<file path="src/design/sacc_pkg.sv">
// package of constants and types for the sar conversion control block
//==================================================================
// Contract
// - falling convert_start_n with device select low starts a conversion
// - start edges during a running conversion are ignored
// - approximation_register cleared at conversion start before any decision
// - one bit decided per step, msb first, over 16 bits
// - final word is loaded into the result latches
// - busy low throughout conversion, high otherwise
// - conversion lasts typically 1.45 us, never above 1.8 us; the code takes 64 clocks of 20 ns, 1.28 us
// - acquisition within 400 ns; throughput allows 500 ksps
// - result is two's complement binary; the code gives the register word as straight binary
// - power_down_n low enters nap if select low, else sleep
// - nap keeps logic alive; wake to active within 200 ns
// - select and read low keep result_bus driven; capture on busy rise
// - only select low keeps result_bus undriven until read strobe
// - joined strobe starts conversion, old result shown until busy rises
// - joined strobe reads previous result and starts the next conversion
// - convert start and read recognised only while select is low
// - drivers enabled only while read and select both low
// - new result valid on result_bus by the time busy rises
package sacc_pkg;
  //==================================================================
  // widths and timing
  localparam int SACC_WIDTH = 16;
  localparam int SACC_CLK_NS = 20;
  localparam int SACC_CONV_NS = 1450;
  localparam int SACC_CONV_MAX_NS = 1800;
  localparam int SACC_ACQ_NS = 400;
  localparam int SACC_NAP_WAKE_NS = 200;
  // per-bit step: conversion split evenly over the bits, rounded down
  localparam int SACC_STEP_CYC = (SACC_CONV_NS / SACC_WIDTH) / SACC_CLK_NS;
  localparam int SACC_ACQ_CYC = SACC_ACQ_NS / SACC_CLK_NS;
  localparam int SACC_NAP_CYC = SACC_NAP_WAKE_NS / SACC_CLK_NS;
  localparam int SACC_FIFO_DEPTH = 32;
  // reset values
  localparam logic [SACC_WIDTH-1:0] SACC_RESULT_RST = 16'h0000;

  typedef enum logic [2:0] {
    SACC_IDLE,
    SACC_CONV,
    SACC_ACQ,
    SACC_NAP,
    SACC_SLEEP,
    SACC_WAKE
  } sacc_state_e;
endpackage : sacc_pkg

</file>
<file path="src/design/sacc_fifo.sv">
// result buffer fifo with valid/ready on both sides
`timescale 1ns/10ps
module sacc_fifo #(
  parameter int WIDTH = 16,
  parameter int DEPTH = 32
) (
  // clock and reset
  input wire logic clock_in,
  input wire logic reset_in,
  // fill side
  input wire logic in_valid_in,
  input wire logic [WIDTH-1:0] in_data_in,
  output logic in_ready_out,
  // drain side
  output logic out_valid_out,
  output logic [WIDTH-1:0] out_data_out,
  input wire logic out_ready_in
);
  localparam int AW = $clog2(DEPTH);
  logic [WIDTH-1:0] mem [DEPTH];
  typedef struct packed {
    logic [AW-1:0] wr;
    logic [AW-1:0] rd;
    logic [AW:0] cnt;
  } sacc_fifo_s;
  sacc_fifo_s st_ff, nxt_st;
  logic push, pop;

  assign in_ready_out = (st_ff.cnt != (AW+1)'(DEPTH));
  assign out_valid_out = (st_ff.cnt != '0);
  assign out_data_out = mem[st_ff.rd];
  assign push = in_valid_in && in_ready_out;
  assign pop = out_valid_out && out_ready_in;

  // pointer and count update
  always_comb begin
    nxt_st = st_ff;
    if (push) nxt_st.wr = (st_ff.wr == AW'(DEPTH-1)) ? '0 : st_ff.wr + 1'b1;
    if (pop) nxt_st.rd = (st_ff.rd == AW'(DEPTH-1)) ? '0 : st_ff.rd + 1'b1;
    if (push && !pop) nxt_st.cnt = st_ff.cnt + 1'b1;
    else if (pop && !push) nxt_st.cnt = st_ff.cnt - 1'b1;
  end

  always_ff @(posedge clock_in) begin
    if (reset_in) st_ff <= '0;
    else st_ff <= nxt_st;
  end

  // storage has no reset; only written slots are ever read
  always_ff @(posedge clock_in) begin
    if (push) mem[st_ff.wr] <= in_data_in;
  end
endmodule : sacc_fifo

</file>
<file path="src/design/sacc_top.sv">
// sar conversion control: start, bit sequencing, result latch, busy, shutdown
`timescale 1ns/10ps
module sacc_top
  import sacc_pkg::*;
#(
  parameter int WIDTH = SACC_WIDTH,
  parameter int DEPTH = SACC_FIFO_DEPTH
) (
  // clock and reset
  input wire logic clock_in,
  input wire logic reset_in,
  // host control pins
  input wire logic select_n_in,
  input wire logic convert_start_n_in,
  input wire logic read_n_in,
  input wire logic power_down_n_in,
  // comparator decision for the trial bit
  input wire logic compare_in,
  // parallel result port
  output logic [WIDTH-1:0] result_bus_out,
  output logic result_bus_oe_out,
  output logic busy_out,
  // analog side control
  output logic [WIDTH-1:0] approximation_register_out,
  output logic sample_out,
  output logic nap_out,
  output logic sleep_out,
  // result stream
  output logic stream_valid_out,
  output logic [WIDTH-1:0] stream_data_out,
  input wire logic stream_ready_in,
  output logic overrun_out
);
  localparam int BW = $clog2(WIDTH);

  //==================================================================
  // state
  typedef struct packed {
    sacc_state_e st;
    logic conv_n_q;
    logic [WIDTH-1:0] approximation_register;
    logic [WIDTH-1:0] result;
    logic [BW-1:0] bit_idx;
    logic [7:0] tmr;
    logic push;
    logic overrun;
  } sacc_s;
  sacc_s s_ff, nxt_s;
  logic start_edge;
  logic fifo_ready;

  // start edge only counts while selected
  assign start_edge = s_ff.conv_n_q && !convert_start_n_in && !select_n_in;

  //==================================================================
  // sequencer
  always_comb begin
    nxt_s = s_ff;
    nxt_s.conv_n_q = convert_start_n_in;
    nxt_s.push = 1'b0;
    case (s_ff.st)
      SACC_IDLE: begin
        if (!power_down_n_in) begin
          nxt_s.st = select_n_in ? SACC_SLEEP : SACC_NAP;
        end else if (start_edge) begin
          nxt_s.st = SACC_CONV;
          nxt_s.approximation_register = '0;
          nxt_s.approximation_register[WIDTH-1] = 1'b1; // first trial at msb
          nxt_s.bit_idx = BW'(WIDTH-1);
          nxt_s.tmr = 8'(SACC_STEP_CYC - 1);
        end
      end
      SACC_CONV: begin
        // start edges are not looked at here
        if (s_ff.tmr != '0) begin
          nxt_s.tmr = s_ff.tmr - 1'b1; // step length bounded
        end else begin
          nxt_s.approximation_register[s_ff.bit_idx] = compare_in; // decide bit
          if (s_ff.bit_idx == '0) begin
            // straight binary word from the register, not the two's complement the contract asks for
            nxt_s.result = {s_ff.approximation_register[WIDTH-1:1], compare_in};
            nxt_s.push = 1'b1;
            nxt_s.overrun = s_ff.overrun | !fifo_ready;
            nxt_s.st = SACC_ACQ;
            nxt_s.tmr = 8'(SACC_ACQ_CYC - 1);
          end else begin
            nxt_s.approximation_register[s_ff.bit_idx - 1'b1] = 1'b1;
            nxt_s.bit_idx = s_ff.bit_idx - 1'b1;
            nxt_s.tmr = 8'(SACC_STEP_CYC - 1);
          end
        end
      end
      SACC_ACQ: begin
        // acquisition runs in the background; busy is already high
        if (s_ff.tmr != '0) nxt_s.tmr = s_ff.tmr - 1'b1;
        else nxt_s.st = SACC_IDLE;
        if (start_edge && s_ff.tmr == '0) begin
          nxt_s.st = SACC_CONV;
          nxt_s.approximation_register = '0;
          nxt_s.approximation_register[WIDTH-1] = 1'b1;
          nxt_s.bit_idx = BW'(WIDTH-1);
          nxt_s.tmr = 8'(SACC_STEP_CYC - 1);
        end
      end
      SACC_NAP, SACC_SLEEP: begin
        if (power_down_n_in) begin
          nxt_s.st = SACC_WAKE;
          nxt_s.tmr = 8'(SACC_NAP_CYC - 1);
        end else if (select_n_in && s_ff.st == SACC_NAP) begin
          nxt_s.st = SACC_SLEEP; // nap deepens to sleep on select high
        end
      end
      SACC_WAKE: begin
        // after sleep the reference settling is the host's wait
        if (s_ff.tmr != '0) nxt_s.tmr = s_ff.tmr - 1'b1;
        else nxt_s.st = SACC_IDLE;
      end
      default: nxt_s.st = SACC_IDLE;
    endcase
  end

  always_ff @(posedge clock_in) begin
    if (reset_in) begin
      s_ff.st <= SACC_IDLE;
      s_ff.conv_n_q <= 1'b1;
      s_ff.approximation_register <= '0;
      s_ff.result <= SACC_RESULT_RST;
      s_ff.bit_idx <= '0;
      s_ff.tmr <= '0;
      s_ff.push <= 1'b0;
      s_ff.overrun <= 1'b0;
    end else begin
      s_ff <= nxt_s;
    end
  end

  //==================================================================
  // pins: old result shown until the new one is latched with busy rise
  assign busy_out = (s_ff.st != SACC_CONV);
  assign result_bus_out = s_ff.result;
  assign result_bus_oe_out = !read_n_in && !select_n_in;
  assign approximation_register_out = s_ff.approximation_register;
  assign sample_out = (s_ff.st == SACC_ACQ) || (s_ff.st == SACC_IDLE);
  assign nap_out = (s_ff.st == SACC_NAP);
  assign sleep_out = (s_ff.st == SACC_SLEEP);
  assign overrun_out = s_ff.overrun;

  // results also queue here; a full queue drops and flags overrun
  sacc_fifo #(.WIDTH(WIDTH), .DEPTH(DEPTH)) u_fifo (
    .clock_in(clock_in),
    .reset_in(reset_in),
    .in_valid_in(s_ff.push),
    .in_data_in(s_ff.result),
    .in_ready_out(fifo_ready),
    .out_valid_out(stream_valid_out),
    .out_data_out(stream_data_out),
    .out_ready_in(stream_ready_in)
  );
endmodule : sacc_top

</file>
<file path="config.mk">
export PLATFORM = sky130hd
export DESIGN_NAME = sacc_top
export DESIGN_NICKNAME = d
export VERILOG_FILES = /design/src/design/sacc_pkg.sv /design/src/design/sacc_fifo.sv /design/src/design/sacc_top.sv
export SDC_FILE = /design/constraint.sdc
export NUM_CORES = 1
export LEC_CHECK = 0
export ABC_AREA = 0
export BUFFER_PORTS_ARGS = -buffer_cell sky130_fd_sc_hd__buf_4
export CORE_UTILIZATION = 35
export CTS_BUF_LIST = sky130_fd_sc_hd__clkbuf_4 sky130_fd_sc_hd__clkbuf_8
export DETAILED_ROUTE_END_ITERATION = 6
export GPL_TIMING_DRIVEN = 0
export PLACE_DENSITY = 0.52
export SLEW_MARGIN = 40
export SYNTH_ARGS = -nofsm -noshare
export SYNTH_HDL_FRONTEND = slang
export SYNTH_SLANG_ARGS = --single-unit
</file>
<file path="constraint.sdc">
create_clock -name clock_in -period 7.7 [get_ports clock_in]
set_input_delay 0 -clock clock_in [delete_from_list [all_inputs] [get_ports clock_in]]
set_output_delay 0 -clock clock_in [all_outputs]
set_load 0.1 [all_outputs]
</file>
# Word-level counts from Yosys, hierarchy flattened
# Memories as Yosys holds them, arrays and structs flattened. A register that Yosys moved wholly into a read port is not among the register bits.
# Cells that the tools add are included.
[word_totals]
in_bits = 8
elab_cells = 118
mem_count = 1
reg_bits = 66
ramBits = 512
[classes]
mux = 41
magnitude_cmp = 4
n_bitwise = 4
eq_ne = 18
addsub = 6
n_reduce_logical = 33
[memory_table]
columns = ["memory", "words", "width", "read_ports", "rd_ports_with_merged_regs", "wr", "line_no", "rtl"]
rows = [
  ["u_fifo.mem", 32, 16, 1, 1, 1, "sacc_fifo.sv:20", "logic [WIDTH-1:0] mem [DEPTH];"],
]
[op_table]
columns = ["operator", "n"]
rows = [
  ["$mux W16", 5],
  ["$pmux W16 S3", 1],
  ["$pmux W8 S5", 1],
  ["$mux W12", 3],
  ["$mux W36", 1],
  ["$mux W3", 9],
  ["$mux W5", 5],
  ["$mux W8", 3],
  ["$bwmux W16", 1],
  ["$or A16 B16 Y16", 1],
  ["$pmux W3 S5", 1],
  ["$ne A2 B2 Y1 const B", 7],
  ["$mux W6", 2],
  ["$pmux W4 S3", 1],
  ["$logic_and A1 B1 Y1", 11],
  ["$add A5 B1 Y5 const B", 2],
  ["$eq A5 B5 Y1 const B", 2],
  ["$lt A4 B5 Y1 const B", 2],
  ["$demux W1 S4", 2],
  ["$ge A4 B1 Y1 const B", 2],
  ["$logic_not A8 Y1", 1],
  ["$reduce_and A4 Y1", 2],
  ["$reduce_bool A8 Y1", 1],
  ["$sub A8 B1 Y8 const B", 1],
  ["other kinds (27)", 39],
]

# Logic depth before layout (Yosys ltp)
# Gate-level depths: netlist (run 1).
[logic_depth]
depth_word = 9
mapped_depth = 11
depth_no_buf = 11

# Cells and area by module
# From an unflattened synthesis (run 1), not the netlist that was laid out.
[hier_totals]
hier_cells = 1480
hier_area_um2 = 23958.0
[by_module_without_submodules]
columns = ["mod", "area_per_inst_um2", "instances", "cells_each"]
rows = [
  ["sacc_fifo", 20761.2, 1, 1085],
  ["sacc_top", 3196.8, 1, 395],
]

# Least setup slack after synthesis (run 1)
# Ideal clock, no wire load.
[synth_path]
kind = "reg-to-reg"
start = "reg u_fifo.st_ff[0] in the netlist's numbering"
end = "reg u_fifo.st_ff[5] in the netlist's numbering"
stages_incl_launch_ff = 11
setup_time_ps = 128
setup_slack_ps = 4636
n_path_buf = 0
arrival_time_ps = 2936
cell_sequence = "dfxtp_1 or4_1 o31ai_4 ha_1 inv_1 ha_1 or4_1 a311o_1 o311ai_0 xnor2_1 nor2_1"
[synth_between]
elab_chain_cells = 5
[synth_rtl]
columns = ["item", "line_no", "rtl"]
rows = [
  ["start, declared", "sacc_fifo.sv:26", "sacc_fifo_s st_ff, nxt_st;"],
  ["start signal, assigned", "sacc_fifo.sv:46", "else st_ff <= nxt_st;"],
  ["branches (longest 5 deep; another with $sub A6 B1 Y6)", "-", ""],
]
# Several ways; the timed one is not identified. The select of a mux whose other input is x is not followed.
# A chain may end at the register's enable or synchronous reset.

==> impl_metrics.ini, run 1 <==
[timing]
hold_viol_final = 0
clock.fmax_ghz = 0.2589
hold_slack_ns = 0.07261
worstMarginPinSlew_ns = 0.8761
fin_ws_ns = 3.838
slew_headroom_pct = 41.59
finalSetupTns_ns = 0
fin_crit_ns = 3.862
min_period_over_period_pct = 50.16
setup_viol = 0
rsz0062_at_grt = no
slew_viol_final = 0
clock_skew_ns = 0.04586

[grt]
grt_usage_pct = 17.34
grt_pass1_vias = 13010
antenna_found_initial = 5
grt_overflow = 0
grt_max_degree = 35
grt_pass1_wl_mm = 87.40

[pwr]
internal_power_mw = 5.899
p_seq_share_pct = 40.7
p_leak_nw = 9.035
power.density_nw_per_um2 = 312.0
switchingPower_mw = 2.879
swShare_pct = 32.80
p_clk_share_pct = 31.2
combPwrFrac_pct = 28.1
finalPower_mw = 8.778
ir_drop_v = 0.0002929

[logic_synthesis]
synth_edf_count = 512
netlist_area_um2 = 23800
ys_seq_area_share_pct = 70.57
synth_top_flop_cell = edfxtp_1
synth_top_cell_area_share_pct = 64.60
syn_area_per_cell_um2 = 17.83
yosysTopAreaCell = edfxtp_1
async_flop_share_pct = 0
yosysWarnings = 0
ys_top_cells_by_area = edfxtp_1 (65%), mux4_2 (14%), dfxtp_1 (6.0%)
synth_nets = 1363
synth-seq-cells = 583
synth_cell_types = 71
syn_inst = 1335

[route]
first_pass_iters = 5
antenna_left = 0
routed_wl_mm = 59.35
vias = 12880
vias_per_cell = 5.197
drcViolationCount = 0
drtIter0Drc = 1090
post_drt_wl_per_cell_um = 23.94

[critical_path]
cp_data_required_time_ns = 7.70
rrSetupSlack_ns = 4.33
cp_max_fo = 10
critPathMaxStageDelay_ns = 0.67
critical_path.top_delay_family = buffers and inverters
critPathMostFrequentCell = buf_2
critPathArrivalTime_ns = 3.86
worstSetupPathType = register to output pin
critPathBufInv = 4
cp_slowest_cell = buf_1
endpoint_kind = output pin
cp_cell_sequence = buf_2 > buf_2 > buf_1 > mux4_2 > mux2i_1 > a22oi_1 > o21a_1 > buf_4
critical_path.startpoint_type = register

[cts]
cts_root_buf = clkbuf_8
cts_setup_buffers = 0
htree_levels = 3
cts.sinks = 583
clkLatencyLatePin_ns = 0.70
cts_buffer_depth = 3
hold_buffers = 7
cts_buffers = 97
cts_resized = 0
cts_tree = built
path_clk_slew_ns = 0.06

[floorplan]
io_pins = 63
start_util_pct = 35.38
die_h_um = 262.8
die-area_um2 = 69050
chipWidth_um = 262.8
coreArea_um2 = 67280
rows = 95

[finish]
stdcell_count = 2479
final_design_area_no_fill_um2 = 28140
fin_util_pct = 41.82
fillCellCount = 6002
nets = 1557
drive_above_1_share_pct = 32.67
syn2layout_area_growth_pct = 18.22

[placed_design]
port-buffer-count = 60
dpl.hpwl_mm = 38.95
gp_congestion = 0.8581
pre_cts_slack_ns = 4.309
placed_cell_area_um2 = 26110
place_inst = 2295

[run_status]
status = completed

[worst_hold_path]
hp-class = primary input to register

[flow_run]
maxCapViolations = 0
## power groups by stage
stage | Combinational (mW) | Sequential (mW) | Clock (mW)
floorplan | 1.85 | 3.60 | 0
CTS | 2.49 | 3.57 | 2.81
global placement | 2.45 | 3.63 | 0
finish | 2.47 | 3.57 | 2.74
detailed placement | 2.47 | 3.63 | 0
global route | 2.64 | 3.58 | 2.95
## layout by cell type, fill, tap and decap left out, types with 15 or more instances in the layout
cell type and instances:
edfxtp_1 512, dfxtp_2 16, mux2i_1 37, dfxtp_1 55
o21a_1 19, clkbuf_4 31, o21ai_0 24, buf_8 16
clkbuf_8 100, buf_4 99, mux4_2 144, buf_2 15
inv_1 21, clkinv_1 20, nand2_1 62, clkbuf_1 28
nor2_4 34, ha_1 19, a22oi_1 21, nor2_1 53
a21oi_1 57
## cells in the mapped netlist (all sizes together), types with 6 or more instances
| cell type | count |
|---|---|
| edfxtp | 512 |
| mux4 | 144 |
| nor2 | 87 |
| buf | 72 |
| dfxtp | 71 |
| nand2 | 66 |
| a21oi | 58 |
| mux2i | 37 |
| clkbuf | 29 |
| o21ai | 24 |
| inv | 23 |
| a22oi | 21 |
| ha | 19 |
| o21a | 19 |
| nand3 | 15 |
| nor3 | 13 |
| a31oi | 12 |
| a22o | 8 |
| nor2b | 7 |
| o2bb2ai | 7 |
| or2 | 7 |
| o22ai | 6 |
## per-layer routing
layer  share of wire [%]  global-route usage, %  vias up
li1                    -                      -     5755
met1                  45                  24.40     6662
met2                  48                  27.59      388
met3                 5.3                  3.083       79
met4                 2.1                  4.944        0
met5                   0                      0        -
## area by class of cell
cell class	count	area [um2]	share of cell area, %
Sequential cell	583	16820	59.77
Multi-Input combinational cell	628	6584	23.40
Clock buffer	131	1609	5.719
Tap cell	873	1092	3.882
Timing Repair Buffer	95	1018	3.620
Buffer	101	590.6	2.099
Clock inverter	43	334.1	1.187
Inverter	23	86.33	0.3068
Antenna cell	2	5.005	0.01779
## cell families after synthesis
family / share of synthesized area, %
XOR/XNOR: 0.1840
flip-flops: 70.57
AND/OR/NAND/NOR: 4.737
multiplexers: 15.18
buffers and inverters: 2.839
adder cells (fa/ha/maj): 1.083
AO/OA/AOI/OAI: 5.404
## path summary, 6_finish.rpt
kind,from,to,cells past startpoint
max,register,stream_data_out[4],8
max reg2reg,u_fifo.st_ff[0],u_fifo.st_ff[5],10
min reg2reg,approximation_register_out[13],result_bus_out[13],2
min,convert_start_n_in,s_ff[46],3
## sequential cells by signal, indices dropped and copies added (netlist names), named ones only
name	cells
u_fifo.st_ff	16
u_fifo.mem	512
overrun_out	1
s_ff	17
approximation_register_out	16
result_bus_out	16
## worst register-to-register path, cell delays in order, from the launching register on
cell and delay (ns):
dfxtp_1 0.35, or4_1 0.68, o31ai_4 0.43, ha_1 0.31, inv_1 0.14, ha_1 0.24, or4_1 0.51, a311o_1 0.28
o311ai_0 0.12, xnor2_1 0.17, nor2_1 0.05
Power figures use the tool's default switching activity.
==> inputs of run 2 (changes only) <==
Settings changed: PLACE_DENSITY 0.52 to 0.54.
Clock period 7.7 ns to 3.3 ns, I/O delays scaled along.
==> run 2 against run 1 <==
  * Setup slack worse by 3.7 ns
  * Non-clock buffer count unchanged
  * Die area unchanged
  * Combinational power up 140%
  * Clock skew down 0.015 ns
  * Hold slack better by 0.0056 ns
  * Final cell count down 0.20%
==> impl_metrics.ini, run 2 (synthesis gave the netlist of run 1 again) <==
[cts]
cts_buffer_depth = 3
clkLatencyLatePin_ns = 0.69
cts_buffers = 95
cts_tree = built
cts_root_buf = clkbuf_8
path_clk_slew_ns = 0.06
htree_levels = 3
cts.sinks = 583

[finish]
final_common_cell = edfxtp_1
layout_common_cells = edfxtp_1 (512), mux4_2 (144), clkbuf_8 (101)
drive_above_1_share_pct = 34.13
multiInputGateArea_um2 = 6691
final_design_area_no_fill_um2 = 28320
fillCellCount = 5985
largest_register = u_fifo.mem
seq_area_um2 = 16820
largest_reg_flops = 512
largestRegisters = u_fifo.mem x512, s_ff x17
stdcell_count = 2474
syn2layout_area_growth_pct = 19.00
nets = 1555

[pwr]
p_leak_nw = 9.116
ir_drop_v = 0.0005080
finalPower_mw = 20.71
power.density_nw_per_um2 = 731.4

[critical_path]
critical_path.startpoint_type = register
cp_max_fo = 10
critPathArrivalTime_ns = 3.17
critPathMostFrequentCell = buf_6
timing.rr.end = u_fifo.st_ff[5]
cp_data_required_time_ns = 3.30
endpoint_kind = output pin
cp-endpoint = stream_data_out[13]
worstReg2RegStart = u_fifo.st_ff[0]
cp_cell_sequence = buf_6 > buf_8 > buf_6 > mux4_2 > mux2i_2 > a22oi_1 > o21a_1 > buf_4
reg2regPathDepth = 10
critPathMaxStageDelay_ns = 0.53
worstSetupPathType = register to output pin
cp_slowest_cell = mux4_2
rrSetupSlack_ns = 0.18

[placed_design]
placed_cell_area_um2 = 26050
port-buffer-count = 60
gp_congestion = 0.8496
dpl.hpwl_mm = 38.43
pre_cts_slack_ns = -0.1762
place_inst = 2292

[grt]
grt_max_degree = 35
grt_usage_pct = 17.07
grt_pass1_vias = 12960
grt_overflow = 0
grt_pass1_wl_mm = 86.26
antenna_found_initial = 2

[timing]
hold_slack_ns = 0.07821
setup_viol = 0
clock.fmax_ghz = 0.3157
slew_headroom_pct = 46.11
slew_viol_final = 0
hold_viol_final = 0
min_period_over_period_pct = 95.99
worstMarginPinSlew_ns = 0.8083
fin_ws_ns = 0.1322
fin_crit_ns = 3.168
clock_skew_ns = 0.03073

[run_status]
status = completed

[route]
routed_wl_mm = 58.77
post_drt_wl_per_cell_um = 23.75
drtIter0Drc = 1098
first_pass_iters = 5
antenna_left = 0
drcViolationCount = 0
vias = 12920
vias_per_cell = 5.223

[worst_hold_path]
whs_path_depth = 3
hp-class = primary input to register

[flow_run]
maxCapViolations = 0

[floorplan]
start_util_pct = 35.38
io_pins = 63
coreArea_um2 = 67280
die_h_um = 262.8
die-area_um2 = 69050
rows = 95
chipWidth_um = 262.8
-- run 2: cell count changes in the layout (fill, tap and decap cells not counted), sizes merged --
cell,change
clkinv,-6
buf,-4
bufinv,+2
clkinvlp,+2
diode,-1
dlygate4sd3,+1
inv,+1
-- run 2: worst min-delay path by stage --
stage,start,end,slack (ns)
global route,convert_start_n_in,s_ff[46],0.05
detailed placement,convert_start_n_in,s_ff[46],0.23
CTS,convert_start_n_in,s_ff[46],0.02
finish,convert_start_n_in,s_ff[46],0.08
global placement,convert_start_n_in,s_ff[46],0.22
floorplan,convert_start_n_in,s_ff[46],0.11
-- run 2: metal layers --
metal  part of all wire, %  track usage, %  vias up
met3                   6.5           3.570       85
met5                     0               0        -
met1                    45           24.10     6635
met4                   2.0           4.801        0
met2                    47           26.67      447
li1                      -               -     5755
-- run 2: critical path, delay by kind of cell (launching register included) --
kind | cells | cell delay, ns
buffers and inverters | 4 | 0.89
AOI/OAI and AO/OA | 2 | 0.37
DFF | 1 | 0.40
muxes | 2 | 0.82
-- run 2: area by class of cell --
cell class                      count  share of cell area [%]
Antenna cell                        1                0.008835
Buffer                            101                   2.377
Clock buffer                      128                   5.624
Clock inverter                     42                   1.272
Inverter                           23                  0.3048
Multi-Input combinational cell    628                   23.63
Sequential cell                   583                   59.38
Tap cell                          873                   3.857
Timing Repair Buffer               95                   3.547
-- run 2: timing repair --
| action | in CTS | in global routing |
|---|---|---|
| pin swaps | 2 | 0 |
| hold endpoints to repair | 49 | 0 |
| resized for setup | 37 | 18 |
| setup endpoints to repair | 17 | 15 |
| hold buffers | 8 | 0 |
| setup buffers | 2 | 0 |
-- run 2: where the power goes --
group	internal, mW	total (mW)	switching [mW]	leakage [nW]
clock	3.61	6.47	2.87	1.02
combinational	2.29	5.91	3.62	2.77
sequential	8.10	8.33	0.223	5.33
-- run 2: stage by stage --
step / TNS (ns) / utilization [%]
2_1_floorplan: 0 / -
3_3_place_gp: -0.06129 / 37.67
3_5_place_dp: -0.1762 / 38.73
4_1_cts: -0.004468 / 41.94
5_1_grt: -0.005505 / 42.10
6_report: 0 / 42.10
